===== config.mk =====
export PLATFORM = sky130hd
export DESIGN_NAME = microcore_setup_instr_exec
export DESIGN_NICKNAME = d
export VERILOG_FILES = /design/src/rtl/setup_exec_pkg.sv /design/src/rtl/microcore_setup_instr_exec.sv /design/src/rtl/arith_addsub.sv
export VERILOG_INCLUDE_DIRS = /design/src /design/src/rtl
export SDC_FILE = /design/constraint.sdc
export NUM_CORES = 1
export LEC_CHECK = 0
export BUFFER_PORTS_ARGS = -buffer_cell sky130_fd_sc_hd__buf_2
export CORE_ASPECT_RATIO = 1.4
export CORE_MARGIN = 4
export CORE_UTILIZATION = 45
export DETAILED_ROUTE_END_ITERATION = 10
export PLACE_DENSITY = 0.71
export SYNTH_ARGS = -nofsm -noshare
export SYNTH_HDL_FRONTEND = slang
export SYNTH_SLANG_ARGS = --single-unit

===== constraint.sdc =====
create_clock -name hclk -period 3.7 [get_ports hclk]
set_input_delay 0.555 -clock hclk [delete_from_list [all_inputs] [get_ports hclk]]
set_output_delay 0.555 -clock hclk [all_outputs]
set_load 0.03 [all_outputs]

===== src/rtl/setup_exec_defs.svh =====
`ifndef SETUP_EXEC_DEFS_SVH
`define SETUP_EXEC_DEFS_SVH

// Instruction opcodes and masks
`define OPC_LOAD_BASE 16'h3400
`define MSK_LOAD_BASE 16'hffc0
`define OPC_SEL_BASE 16'h360a
`define MSK_SEL_BASE 16'hfffe
`define OPC_CONV_MODE 16'h3568
`define MSK_CONV_MODE 16'hfff8
`define OPC_ARITH_MODE 16'h357c
`define MSK_ARITH_MODE 16'hfffc

// Instruction field positions
`define BASE_FIELD_HI 5
`define BASE_FIELD_LO 0
`define SEL_BASE_BIT 0
`define CONV_FLAG_BIT 2
`define FIELD2_HI 1
`define FIELD2_LO 0

// Register byte offsets
`define OFS_RIGHTS 32'h0000_0000
`define OFS_XCFG 32'h0000_0004
`define OFS_IMMED 32'h0000_0008
`define OFS_STATUS 32'h0000_000c

// Status register layout
`define ST_BASE_HI 5
`define ST_BASE_LO 0
`define ST_SEL_BIT 6
`define ST_MODE_HI 8
`define ST_MODE_LO 7
`define ST_CONV_HI 14
`define ST_CONV_LO 9

// Reset values
`define RST_INDEX_BASE 6'h00
`define RST_BASE_SEL 1'b0
`define RST_ARITH_MODE 2'h2
`define RST_RIGHTS 6'h00
`define RST_XCFG 1'b0
`define RST_IMMED 16'h0000

// Saturation limits
`define SAT_SMAX 16'h7fff
`define SAT_SMIN 16'h8000
`define SAT_UMAX 16'hffff
`define SAT_UMIN 16'h0000

`endif


===== src/rtl/setup_exec_pkg.sv =====
package setup_exec_pkg;

    typedef enum logic [1:0] {
        signed_wrap_mode = 2'h0,
        signed_clamp_mode = 2'h1,
        unsigned_wrap_mode = 2'h2,
        unsigned_clamp_mode = 2'h3
    } arith_mode_type;

    typedef enum logic [1:0] {
        alu_add = 2'h0,
        alu_sub = 2'h1,
        alu_xor = 2'h2,
        alu_shl = 2'h3
    } alu_op_type;

    typedef enum logic [1:0] {
        tgt_own_core_own_ch = 2'h0,
        tgt_other_core_own_ch = 2'h1,
        tgt_own_core_other_ch = 2'h2,
        tgt_other_core_other_ch = 2'h3
    } measure_block_target_type;

endpackage : setup_exec_pkg


===== src/rtl/microcore_setup_instr_exec.sv =====
`timescale 1ns/1ps
`default_nettype none
`include "setup_exec_defs.svh"

module microcore_setup_instr_exec
    import setup_exec_pkg::*;
#(
    parameter int AW = 10,
    parameter logic [1:0] OWN_CH = 2'h0,
    parameter logic OWN_CORE = 1'b0
) (
    input wire logic hclk,
    input wire logic hresetn,
    input wire logic ce,
    // AHB-Lite slave
    input wire logic hsel,
    input wire logic [31:0] haddr,
    input wire logic [1:0] htrans,
    input wire logic hwrite,
    input wire logic [2:0] hsize,
    input wire logic [31:0] hwdata,
    input wire logic hready,
    output logic hreadyout,
    output logic hresp,
    output logic [31:0] hrdata,
    // Instruction stream
    input wire logic instr_valid,
    input wire logic [15:0] instr_word,
    // Indexed data RAM addressing
    input wire logic indexed_data_mode,
    input wire logic [AW-1:0] dram_addr_operand,
    output logic [AW-1:0] dram_addr,
    // Add/subtract and other ALU operations
    input wire logic alu_valid,
    input wire alu_op_type alu_op,
    input wire logic [15:0] alu_a,
    input wire logic [15:0] alu_b,
    output logic [15:0] alu_result,
    output logic alu_overflow,
    // Configuration state
    output logic [5:0] index_base,
    output logic base_sel,
    output logic arith_mode_bit_hi,
    output logic arith_mode_bit_lo,
    output logic [5:0] converter_enable_flag
);

    localparam int NBLK = 6;

    // Other channel, for either setting of the exchange bit
    localparam logic [1:0] CH_NEXT = (OWN_CH == 2'h2) ? 2'h0 : OWN_CH + 2'h1;
    localparam logic [1:0] CH_PREV = (OWN_CH == 2'h0) ? 2'h2 : OWN_CH - 2'h1;

    function automatic logic op_match(input logic [15:0] w, input logic [15:0] pat,
                                      input logic [15:0] msk);
        op_match = ((w & msk) == pat);
    endfunction : op_match

    // Block index is channel * 2 + core
    function automatic logic [2:0] block_index(input measure_block_target_type tgt,
                                               input logic xcfg);
        logic [1:0] ch;
        logic core;
        core = OWN_CORE ^ tgt[0];
        if (tgt[1]) begin
            ch = xcfg ? CH_PREV : CH_NEXT;
        end else begin
            ch = OWN_CH;
        end
        block_index = {ch, core};
    endfunction : block_index

    // Registers
    logic [5:0] index_base_q, index_base_d;
    logic base_sel_q, base_sel_d;
    arith_mode_type arith_mode_q, arith_mode_d;
    wire logic [NBLK-1:0] conv_q;
    logic [5:0] rights_q;
    logic xcfg_q;
    logic [15:0] immed_q;
    logic [AW-1:0] dram_addr_q;
    logic [15:0] alu_result_q;
    logic alu_overflow_q;
    logic wr_pend_q;
    logic [31:0] wr_addr_q;
    logic [31:0] hrdata_q;
    logic hreadyout_q;
    logic hresp_q;

    // Instruction decode
    wire logic exec = ce && instr_valid;
    wire logic is_load_base = op_match(instr_word, `OPC_LOAD_BASE, `MSK_LOAD_BASE);
    wire logic is_sel_base = op_match(instr_word, `OPC_SEL_BASE, `MSK_SEL_BASE);
    wire logic is_conv_mode = op_match(instr_word, `OPC_CONV_MODE, `MSK_CONV_MODE);
    wire logic is_arith_mode = op_match(instr_word, `OPC_ARITH_MODE, `MSK_ARITH_MODE);
    wire logic [5:0] base_field = instr_word[`BASE_FIELD_HI:`BASE_FIELD_LO];
    wire logic conv_field = instr_word[`CONV_FLAG_BIT];
    wire measure_block_target_type measure_block_target =
        measure_block_target_type'(instr_word[`FIELD2_HI:`FIELD2_LO]);
    wire arith_mode_type arith_mode_select =
        arith_mode_type'(instr_word[`FIELD2_HI:`FIELD2_LO]);
    wire logic [2:0] tgt_idx = block_index(measure_block_target, xcfg_q);
    wire logic tgt_allowed = rights_q[tgt_idx];

    assign index_base_d = (exec && is_load_base) ? base_field : index_base_q;
    assign base_sel_d = (exec && is_sel_base) ? instr_word[`SEL_BASE_BIT] : base_sel_q;
    assign arith_mode_d = (exec && is_arith_mode) ? arith_mode_select : arith_mode_q;

    always_ff @(posedge hclk or negedge hresetn) begin
        if (!hresetn) begin
            index_base_q <= `RST_INDEX_BASE;
            base_sel_q <= `RST_BASE_SEL;
            arith_mode_q <= arith_mode_type'(`RST_ARITH_MODE);
        end else if (ce) begin
            index_base_q <= index_base_d;
            base_sel_q <= base_sel_d;
            arith_mode_q <= arith_mode_d;
        end
    end

    // Converter mode flag per measurement block
    genvar gi;
    generate
        for (gi = 0; gi < NBLK; gi++) begin : g_blk
            wire logic hit = exec && is_conv_mode && tgt_allowed && (tgt_idx == 3'(gi));
            logic flag_q;
            always_ff @(posedge hclk or negedge hresetn) begin
                if (!hresetn) begin
                    flag_q <= 1'b0;
                end else if (hit) begin
                    flag_q <= conv_field;
                end
            end
            assign conv_q[gi] = flag_q;
        end
    endgenerate

    // Indexed data RAM address
    wire logic [AW-1:0] base_val = base_sel_q ? immed_q[AW-1:0] : AW'(index_base_q);
    wire logic [AW-1:0] index_sum = dram_addr_operand + base_val;
    wire logic [AW-1:0] dram_addr_d = indexed_data_mode ? index_sum : dram_addr_operand;

    always_ff @(posedge hclk or negedge hresetn) begin
        if (!hresetn) begin
            dram_addr_q <= '0;
        end else if (ce) begin
            dram_addr_q <= dram_addr_d;
        end
    end

    // Arithmetic unit under the selected mode
    logic [15:0] alu_res_w;
    logic alu_ovf_w;

    arith_addsub u_arith (
        .mode(arith_mode_q),
        .op(alu_op),
        .a(alu_a),
        .b(alu_b),
        .result(alu_res_w),
        .overflow(alu_ovf_w)
    );

    always_ff @(posedge hclk or negedge hresetn) begin
        if (!hresetn) begin
            alu_result_q <= 16'h0000;
            alu_overflow_q <= 1'b0;
        end else if (ce && alu_valid) begin
            alu_result_q <= alu_res_w;
            alu_overflow_q <= alu_ovf_w;
        end
    end

    // Bus slave: address phase capture
    wire logic addr_take = hsel && htrans[1] && hready;
    wire logic [31:0] wd_addr = wr_addr_q;
    wire logic wr_rights = wr_pend_q && (wd_addr == `OFS_RIGHTS);
    wire logic wr_xcfg = wr_pend_q && (wd_addr == `OFS_XCFG);
    wire logic wr_immed = wr_pend_q && (wd_addr == `OFS_IMMED);

    wire logic [31:0] status_word = {17'h00000, conv_q,
                                     arith_mode_q, base_sel_q, index_base_q};
    logic [31:0] rd_mux;

    always_comb begin
        if (haddr == `OFS_RIGHTS) begin
            rd_mux = {26'h0000000, rights_q};
        end else if (haddr == `OFS_XCFG) begin
            rd_mux = {31'h00000000, xcfg_q};
        end else if (haddr == `OFS_IMMED) begin
            rd_mux = {16'h0000, immed_q};
        end else if (haddr == `OFS_STATUS) begin
            rd_mux = status_word;
        end else begin
            rd_mux = 32'h00000000;
        end
    end

    always_ff @(posedge hclk or negedge hresetn) begin
        if (!hresetn) begin
            wr_pend_q <= 1'b0;
            wr_addr_q <= 32'h00000000;
            hrdata_q <= 32'h00000000;
            hreadyout_q <= 1'b1;
            hresp_q <= 1'b0;
        end else if (ce) begin
            hreadyout_q <= 1'b1;
            // Response is always OKAY
            hresp_q <= 1'b0;
            wr_pend_q <= addr_take && hwrite;
            if (addr_take) begin
                wr_addr_q <= haddr;
            end
            if (addr_take && !hwrite) begin
                hrdata_q <= rd_mux;
            end
        end
    end

    // Software writable configuration
    always_ff @(posedge hclk or negedge hresetn) begin
        if (!hresetn) begin
            rights_q <= `RST_RIGHTS;
            xcfg_q <= `RST_XCFG;
            immed_q <= `RST_IMMED;
        end else if (ce) begin
            if (wr_rights) begin
                rights_q <= hwdata[5:0];
            end
            if (wr_xcfg) begin
                xcfg_q <= hwdata[0];
            end
            if (wr_immed) begin
                immed_q <= hwdata[15:0];
            end
        end
    end

    assign hreadyout = hreadyout_q;
    assign hresp = hresp_q;
    assign hrdata = hrdata_q;
    assign dram_addr = dram_addr_q;
    assign alu_result = alu_result_q;
    assign alu_overflow = alu_overflow_q;
    assign index_base = index_base_q;
    assign base_sel = base_sel_q;
    assign arith_mode_bit_hi = arith_mode_q[1];
    assign arith_mode_bit_lo = arith_mode_q[0];
    assign converter_enable_flag = conv_q;

endmodule : microcore_setup_instr_exec
`default_nettype wire


===== src/rtl/arith_addsub.sv =====
`timescale 1ns/1ps
`default_nettype none
`include "setup_exec_defs.svh"

module arith_addsub
    import setup_exec_pkg::*;
(
    input wire arith_mode_type mode,
    input wire alu_op_type op,
    input wire logic [15:0] a,
    input wire logic [15:0] b,
    output logic [15:0] result,
    output logic overflow
);

    wire logic is_sub = (op == alu_sub);
    wire logic [16:0] b_ext = {1'b0, b};
    wire logic [16:0] raw = is_sub ? ({1'b0, a} - b_ext) : ({1'b0, a} + b_ext);
    wire logic is_signed = (mode == signed_wrap_mode) || (mode == signed_clamp_mode);
    wire logic is_clamp = (mode == signed_clamp_mode) || (mode == unsigned_clamp_mode);
    // Signed overflow: operands agree in sign (b inverted for subtract), result differs
    wire logic s_ovf = ((a[15] == (b[15] ^ is_sub)) && (raw[15] != a[15]));
    wire logic u_ovf = raw[16];
    wire logic addsub_ovf = is_signed ? s_ovf : u_ovf;
    wire logic [15:0] s_limit = a[15] ? `SAT_SMIN : `SAT_SMAX;
    wire logic [15:0] u_limit = is_sub ? `SAT_UMIN : `SAT_UMAX;
    wire logic [15:0] sat_val = is_signed ? s_limit : u_limit;
    wire logic [15:0] addsub_res = (is_clamp && addsub_ovf) ? sat_val : raw[15:0];
    wire logic is_addsub = (op == alu_add) || is_sub;

    // Mode touches add and subtract only
    assign result = is_addsub ? addsub_res :
                    (op == alu_xor) ? (a ^ b) : {a[14:0], 1'b0};
    assign overflow = is_addsub && addsub_ovf;

endmodule : arith_addsub
`default_nettype wire


**After elaboration in Yosys (flattened, before gate mapping)**

Cells that the tools add are included.

- Mux-type cells: 18
- Reductions and logical operators: 40
- Bitwise gates (word level): 2
- Add/subtract/negate cells: 3
- Order comparisons: 1
- Eq/ne operators: 20

Operators by type and width:

| cell | count |
|---|---|
| 32-bit by 4-bit == test with 1-bit output, second input constant | 3 |
| 16-bit 2-to-1 mux | 6 |
| 32-bit 2-to-1 mux | 3 |
| 32-bit by 3-bit == test with 1-bit output, second input constant | 2 |
| 32-bit logical NOT | 2 |
| 1-bit logical AND | 23 |
| 10-bit 2-to-1 mux | 2 |
| 16-bit by 16-bit adder with 17-bit output | 1 |
| 17-bit 2-to-1 mux | 1 |
| 16-bit by 16-bit subtractor with 17-bit output | 1 |
| 2-bit AND reduction | 8 |
| 16-bit bitwise XOR | 1 |
| 15-bit by 13-bit == test with 1-bit output, second input constant | 1 |
| 15-bit 2-to-1 mux | 1 |
| 14-bit by 12-bit == test with 1-bit output, second input constant | 1 |
| 13-bit by 11-bit == test with 1-bit output, second input constant | 1 |
| 10-bit adder | 1 |
| 10-bit by 8-bit == test with 1-bit output, second input constant | 1 |
| 3-bit by 2-bit == test with 1-bit output, second input constant | 2 |
| 3-bit == test, second input constant | 2 |
| 2-bit by 1-bit == test with 1-bit output, second input constant | 2 |
| 2-bit == test, second input constant | 2 |
| 2-bit logical NOT | 2 |
| 3-bit by 4-bit < comparator with 1-bit output, second input constant | 1 |
| 10 further kinds | 14 |

- Register bits: 130

**Depth between registers and ports, before layout**

- Depth in word-level cells: 8
- Mapped depth: 14

**Cells and area by module**

From an unflattened synthesis, not the netlist that was laid out.

- Cell total of the unflattened synthesis: 701
- Area total of the unflattened synthesis: 7392.1 um^2

By module, submodules not included:

| module | times used | cells each | sequential area each (um^2) | area an instance (um^2) |
|---|---|---|---|---|
| microcore_setup_instr_exec | 1 | 452 | 2854.0 | 5525.3 |
| arith_addsub | 1 | 249 | 0.0 | 1866.8 |

**Least setup slack after synthesis**

OpenSTA, ideal clock, no wires.

- Path type: input port to flip-flop
- Start point: input alu_b[4]
- End point: register alu_result_q[10], in the netlist alu_result[10]
- Arrival time: 3.591 ns
- Path slack: -0.021 ns
- Stages on the path: 14
- Library setup time: 0.130 ns
- Cell sequence: nor3_2 nor4b_1 nand2_1 o31ai_1 xor2_1 ha_1 and3_1 and2_1 nand2_1 o21ai_0 mux2_2 o221ai_4 buf_6 o211ai_2

- Cells in the longest elaborated chain, start to end: 8
- Elaborated cells on any way between the ends: 9

Ends and longest elaborated chain:

| what | line | text |
|---|---|---|
| from (decl) | microcore_setup_instr_exec.sv:37 | `input wire logic [15:0] alu_b,` |
| 16-bit by 16-bit adder with 17-bit output / 16-bit by 16-bit subtractor with 17-bit output (equally long branches) | arith_addsub.sv:18 | `wire logic [16:0] raw = is_sub ? ({1'b0, a} - b_ext) : ({1'b0, a} + b_ext);` |
| 17-bit 2-to-1 mux * | arith_addsub.sv:18 |  |
| 1-bit != test | arith_addsub.sv:22 | `wire logic s_ovf = ((a[15] == (b[15] ^ is_sub)) && (raw[15] != a[15]));` |
| 1-bit logical AND | arith_addsub.sv:22 |  |
| 1-bit 2-to-1 mux | arith_addsub.sv:24 | `wire logic addsub_ovf = is_signed ? s_ovf : u_ovf;` |
| 1-bit logical AND | arith_addsub.sv:28 | `wire logic [15:0] addsub_res = (is_clamp && addsub_ovf) ? sat_val : raw[15:0];` |
| 16-bit 2-to-1 mux * | arith_addsub.sv:28 |  |
| 16-bit 2-to-1 mux * | arith_addsub.sv:32 | `assign result = is_addsub ? addsub_res :` |
| to (signal assigned) | microcore_setup_instr_exec.sv:169 | `alu_result_q <= alu_res_w;` |
| to (decl) | microcore_setup_instr_exec.sv:82 | `logic [15:0] alu_result_q;` |

Every way passes the cells marked *; elsewhere a longest branch is shown, timed or not.
A chain may end at the register's enable or synchronous reset.

**Final worst setup path**

- Start point: input alu_b[4]
- End point: register alu_result_q[2], in the netlist alu_result[2]

- Cells in the longest elaborated chain, start to end: 8
- Elaborated cells on any way between the ends: 9

Ends and longest elaborated chain:

| what | line |
|---|---|
| 16-bit by 16-bit adder with 17-bit output / 16-bit by 16-bit subtractor with 17-bit output (equally long branches) | arith_addsub.sv:18 |
| 17-bit 2-to-1 mux * | arith_addsub.sv:18 |
| 1-bit != test | arith_addsub.sv:22 |
| 1-bit logical AND | arith_addsub.sv:22 |
| 1-bit 2-to-1 mux * | arith_addsub.sv:24 |
| 1-bit logical AND * | arith_addsub.sv:28 |
| 16-bit 2-to-1 mux * | arith_addsub.sv:28 |
| 16-bit 2-to-1 mux * | arith_addsub.sv:32 |

Marked as above.

==> run summary <==
number of global-route vias before repair - 6,237
Critical Path Fanout Max - 13
total congestion overflow - 0
count of input and output buffers - 175
Max-slew headroom - 43.6%
flops & latches, synth - 114
type of element capturing the critical path - flip-flop
area share of the leading cell type in the synthesized netlist - 39.0%
residual DRC count - 0
area growth from synthesis to layout - 25.5%
clk sinks - 114
largest stage delay on the critical path - 340 ps
Post-DP HPWL - 15,200 µm
status - finished clean
critical register-to-register path startpoint - base_sel
clock latency of the later-clocked register in the worst-skew pair - 400 ps
worst setup skew after layout - 6.00 ps
synthesized area divided by synthesized cell count - 10.1 µm²
final total power - 3.93 mW
Initial Util - 46.2%
startpoint of the most critical setup path - alu_b[4]
final weighted congestion in routability-driven placement - 0.889
power per standard cell area - 432 nW/µm²
TritonCTS clock tree - yes
Clk pin slew, worst setup/hold paths - 60 ps
Die H - 158 µm
number of flops mapped to enable cells by yosys - 0
Bufs on Longest Clock Path - 2
proportion of synthesized chip area in sequential cells - 39.4%
count of placed standard cells including taps - 1,093
max-slew violation count - 0
hold crit path type - input port to asynchronous set/reset pin
IR Drop Worst-Case VDD - 0.266 mV
Least-Margin Pin Slew - 846 ps
final routed wire length divided by cell count - 17.2 µm
cell taking the most area after synthesis - sky130_fd_sc_hd__dfrtp_1
number of standard cells in the final layout excluding fillers - 1,127
internal reg-to-reg setup slack - 890 ps
die area - 18,200 µm²
number of warning messages in the yosys log - 0
Core Util, Final - 58.0%
Synth area leaders - sky130_fd_sc_hd__dfrtp_1 (39%), sky130_fd_sc_hd__mux2_2 (12%), sky130_fd_sc_hd__ha_1 (4.5%)
minimum clock period after layout - 3450 ps
kind of start point of the critical path - input port
number of setup violations in the final report - 0
sum of routed wire segments on met1 - 7490 µm
final total negative setup slack - 0 ps
FMAX - 290 MHz
count of mapped cells out of synthesis - 716
DR top layer - met4
unrepaired setup endpoints after global routing - false
number of rows created at floorplan - 54
remaining number of nets flagged by the antenna check after routing - 0
Routed met3 length - 1150 µm
Global Route Usage Sum - 21.5%
number of unique standard cell types used by synthesis - 65
number of H-tree levels - 4
last element of the critical path - alu_result[2]
critical path class - input port to flip-flop
cells along the critical path - buf_2 -> nor3_4 -> nor4b_4 -> nand2_1 -> o31ai_1 -> xor2_1 -> ha_1 -> a21oi_1 -> o21ai_0 -> a31o_2 -> o22a_1 -> a211o_2 -> o221ai_4 -> buf_12 -> o211ai_1
Max Cap Viol - 0
arrival time worst endpoint - 3720 ps
die boundary width - 115 µm
total via count after detailed routing - 6,128
antenna violations before repair - 2
area of the mapped netlist - 7240 µm²
largest net degree at the start of global routing - 115
cell at the slowest stage of the critical path - sky130_fd_sc_hd__a211o_2
CTS Buf Count - 17
Pre-Repair DR Iteration Count - 6
number of placed I/O pins - 214
Final period util - 93.1%
Synth Flop Type - sky130_fd_sc_hd__dfrtp_1
hold violation count in the final report - 0
number of violations reported at the end of detailed-routing iteration 0 - 275
Crit path required time - 3970 ps
global-route wire length before repair - 30,600 µm
asr flop ratio synth - 100%
Routed WL - 19,400 µm
fraction of final layout cells with drive strength greater than 1 - 38.2%
endpoint of the lowest-slack register-to-register path - dram_addr[8]
via/cell ratio - 5.44
leakage power of the design - 4.42 nW
core area - 15,700 µm²
number of cell instances on the worst register-to-register path - 11
net count reported at finish - 1,082
CTS Root Cell - sky130_fd_sc_hd__clkbuf_16
Routed met2 length - 10,300 µm
power by group:
part,switching (mW),internal [mW],total (mW)
Combinational,0.517,0.393,0.909
Sequential,0.0730,1.38,1.45
Clock,0.616,0.952,1.57
Total,1.21,2.72,3.93
registers in the layout (all words and copies together), names as in the netlist:
register	count
wd_addr	32
alu_result	16
hrdata	16
immed_q	16
dram_addr	10
g_blk.flag_q	6
index_base	6
rights_q	6
arith_mode_q	2
alu_overflow	1
base_sel	1
wr_pend_q	1
xcfg_q	1
synthesized netlist by cell type (19+ instances only):
library cell                 n
sky130_fd_sc_hd__nor4_1     19
sky130_fd_sc_hd__a21oi_1    53
sky130_fd_sc_hd__nor2_1     60
sky130_fd_sc_hd__clkbuf_1   20
sky130_fd_sc_hd__dfrtp_1   113
sky130_fd_sc_hd__mux2i_1    24
sky130_fd_sc_hd__ha_1       26
sky130_fd_sc_hd__buf_4      26
sky130_fd_sc_hd__mux2_2     77
sky130_fd_sc_hd__nand2_1    39
sky130_fd_sc_hd__xnor2_1    34
sky130_fd_sc_hd__o21ai_0    32
cells in the final DEF, fill, tap and decap left out, drive strengths merged, types with 24 or more instances in the layout:
master / Yosys / layout
dfrtp: 113 / 113
mux2: 77 / 77
o21ai: 32 / 32
xnor2: 36 / 36
ha: 26 / 26
nand2: 39 / 39
buf: 33 / 218
a21oi: 53 / 53
mux2i: 24 / 24
nor2: 60 / 60
cell families (layout without fill, tap and decap cells):
family	Yosys count	count (layout)	share of synthesized area (%)
AOI/OAI and AO/OA	152	152	14.2
xor gates and xnor gates	49	49	6.32
adders and majority gates	28	28	5.04
buffers and inverters	70	267	5.15
DFF	114	114	39.4
muxes	103	103	15.9
other	2	20	0.104
and+or+nand+nor	198	198	13.9
per-stage QoR:
step | setup slack, ps | hold slack [ps] | cell area, µm²
2_1_floorplan | 89.9 | 259 | 7310
3_3_place_gp | -158 | 455 | 8490
3_5_place_dp | -206 | 469 | 8490
4_1_cts | 202 | 260 | 9070
5_1_grt | 54.1 | 294 | 9090
6_report | 255 | 226 | 9090
per-layer routing:
layer / vias up / track usage [%]
li1: 2981 / -
met4: 0 / 8.11
met2: 188 / 38.7
met1: 2931 / 25.0
met3: 28 / 4.05
met5: - / 0
cell type report:
type / count / area (µm²)
Fill cell: 1407 / 6590
Sequential cell: 114 / 2850
Clock inverter: 13 / 130
Timing Repair Buffer: 218 / 1240
Antenna cell: 2 / 5.00
Clock buffer: 19 / 443
Inverter: 17 / 63.8
Multi-Input combinational cell: 548 / 4110
Tap cell: 196 / 245
how the worst min path moves through the flow:
stage               slack [ps]            to
floorplan                  260  alu_overflow
global placement           460    hrdata[15]
detailed placement         470    hrdata[14]
CTS                        260   wd_addr[29]
global route               290   wd_addr[24]
finish                     230   wd_addr[29]
repair_timing:
action / in CTS / in global routing
hold buffers: 0 / 0
buffers inserted: 0 / 0
gates resized for setup: 0 / 4
endpoints found under the setup margin: 0 / 14
critical path: cells and delay by family:
kind / cells / cell delay, ps
adder cells (fa/ha/maj): 1 / 290
buffers and inverters: 2 / 310
AND/OR/NAND/NOR: 3 / 610
XOR/XNOR: 1 / 180
AO/OA/AOI/OAI: 8 / 1760
No activity file was read; power rests on OpenSTA's default activity.
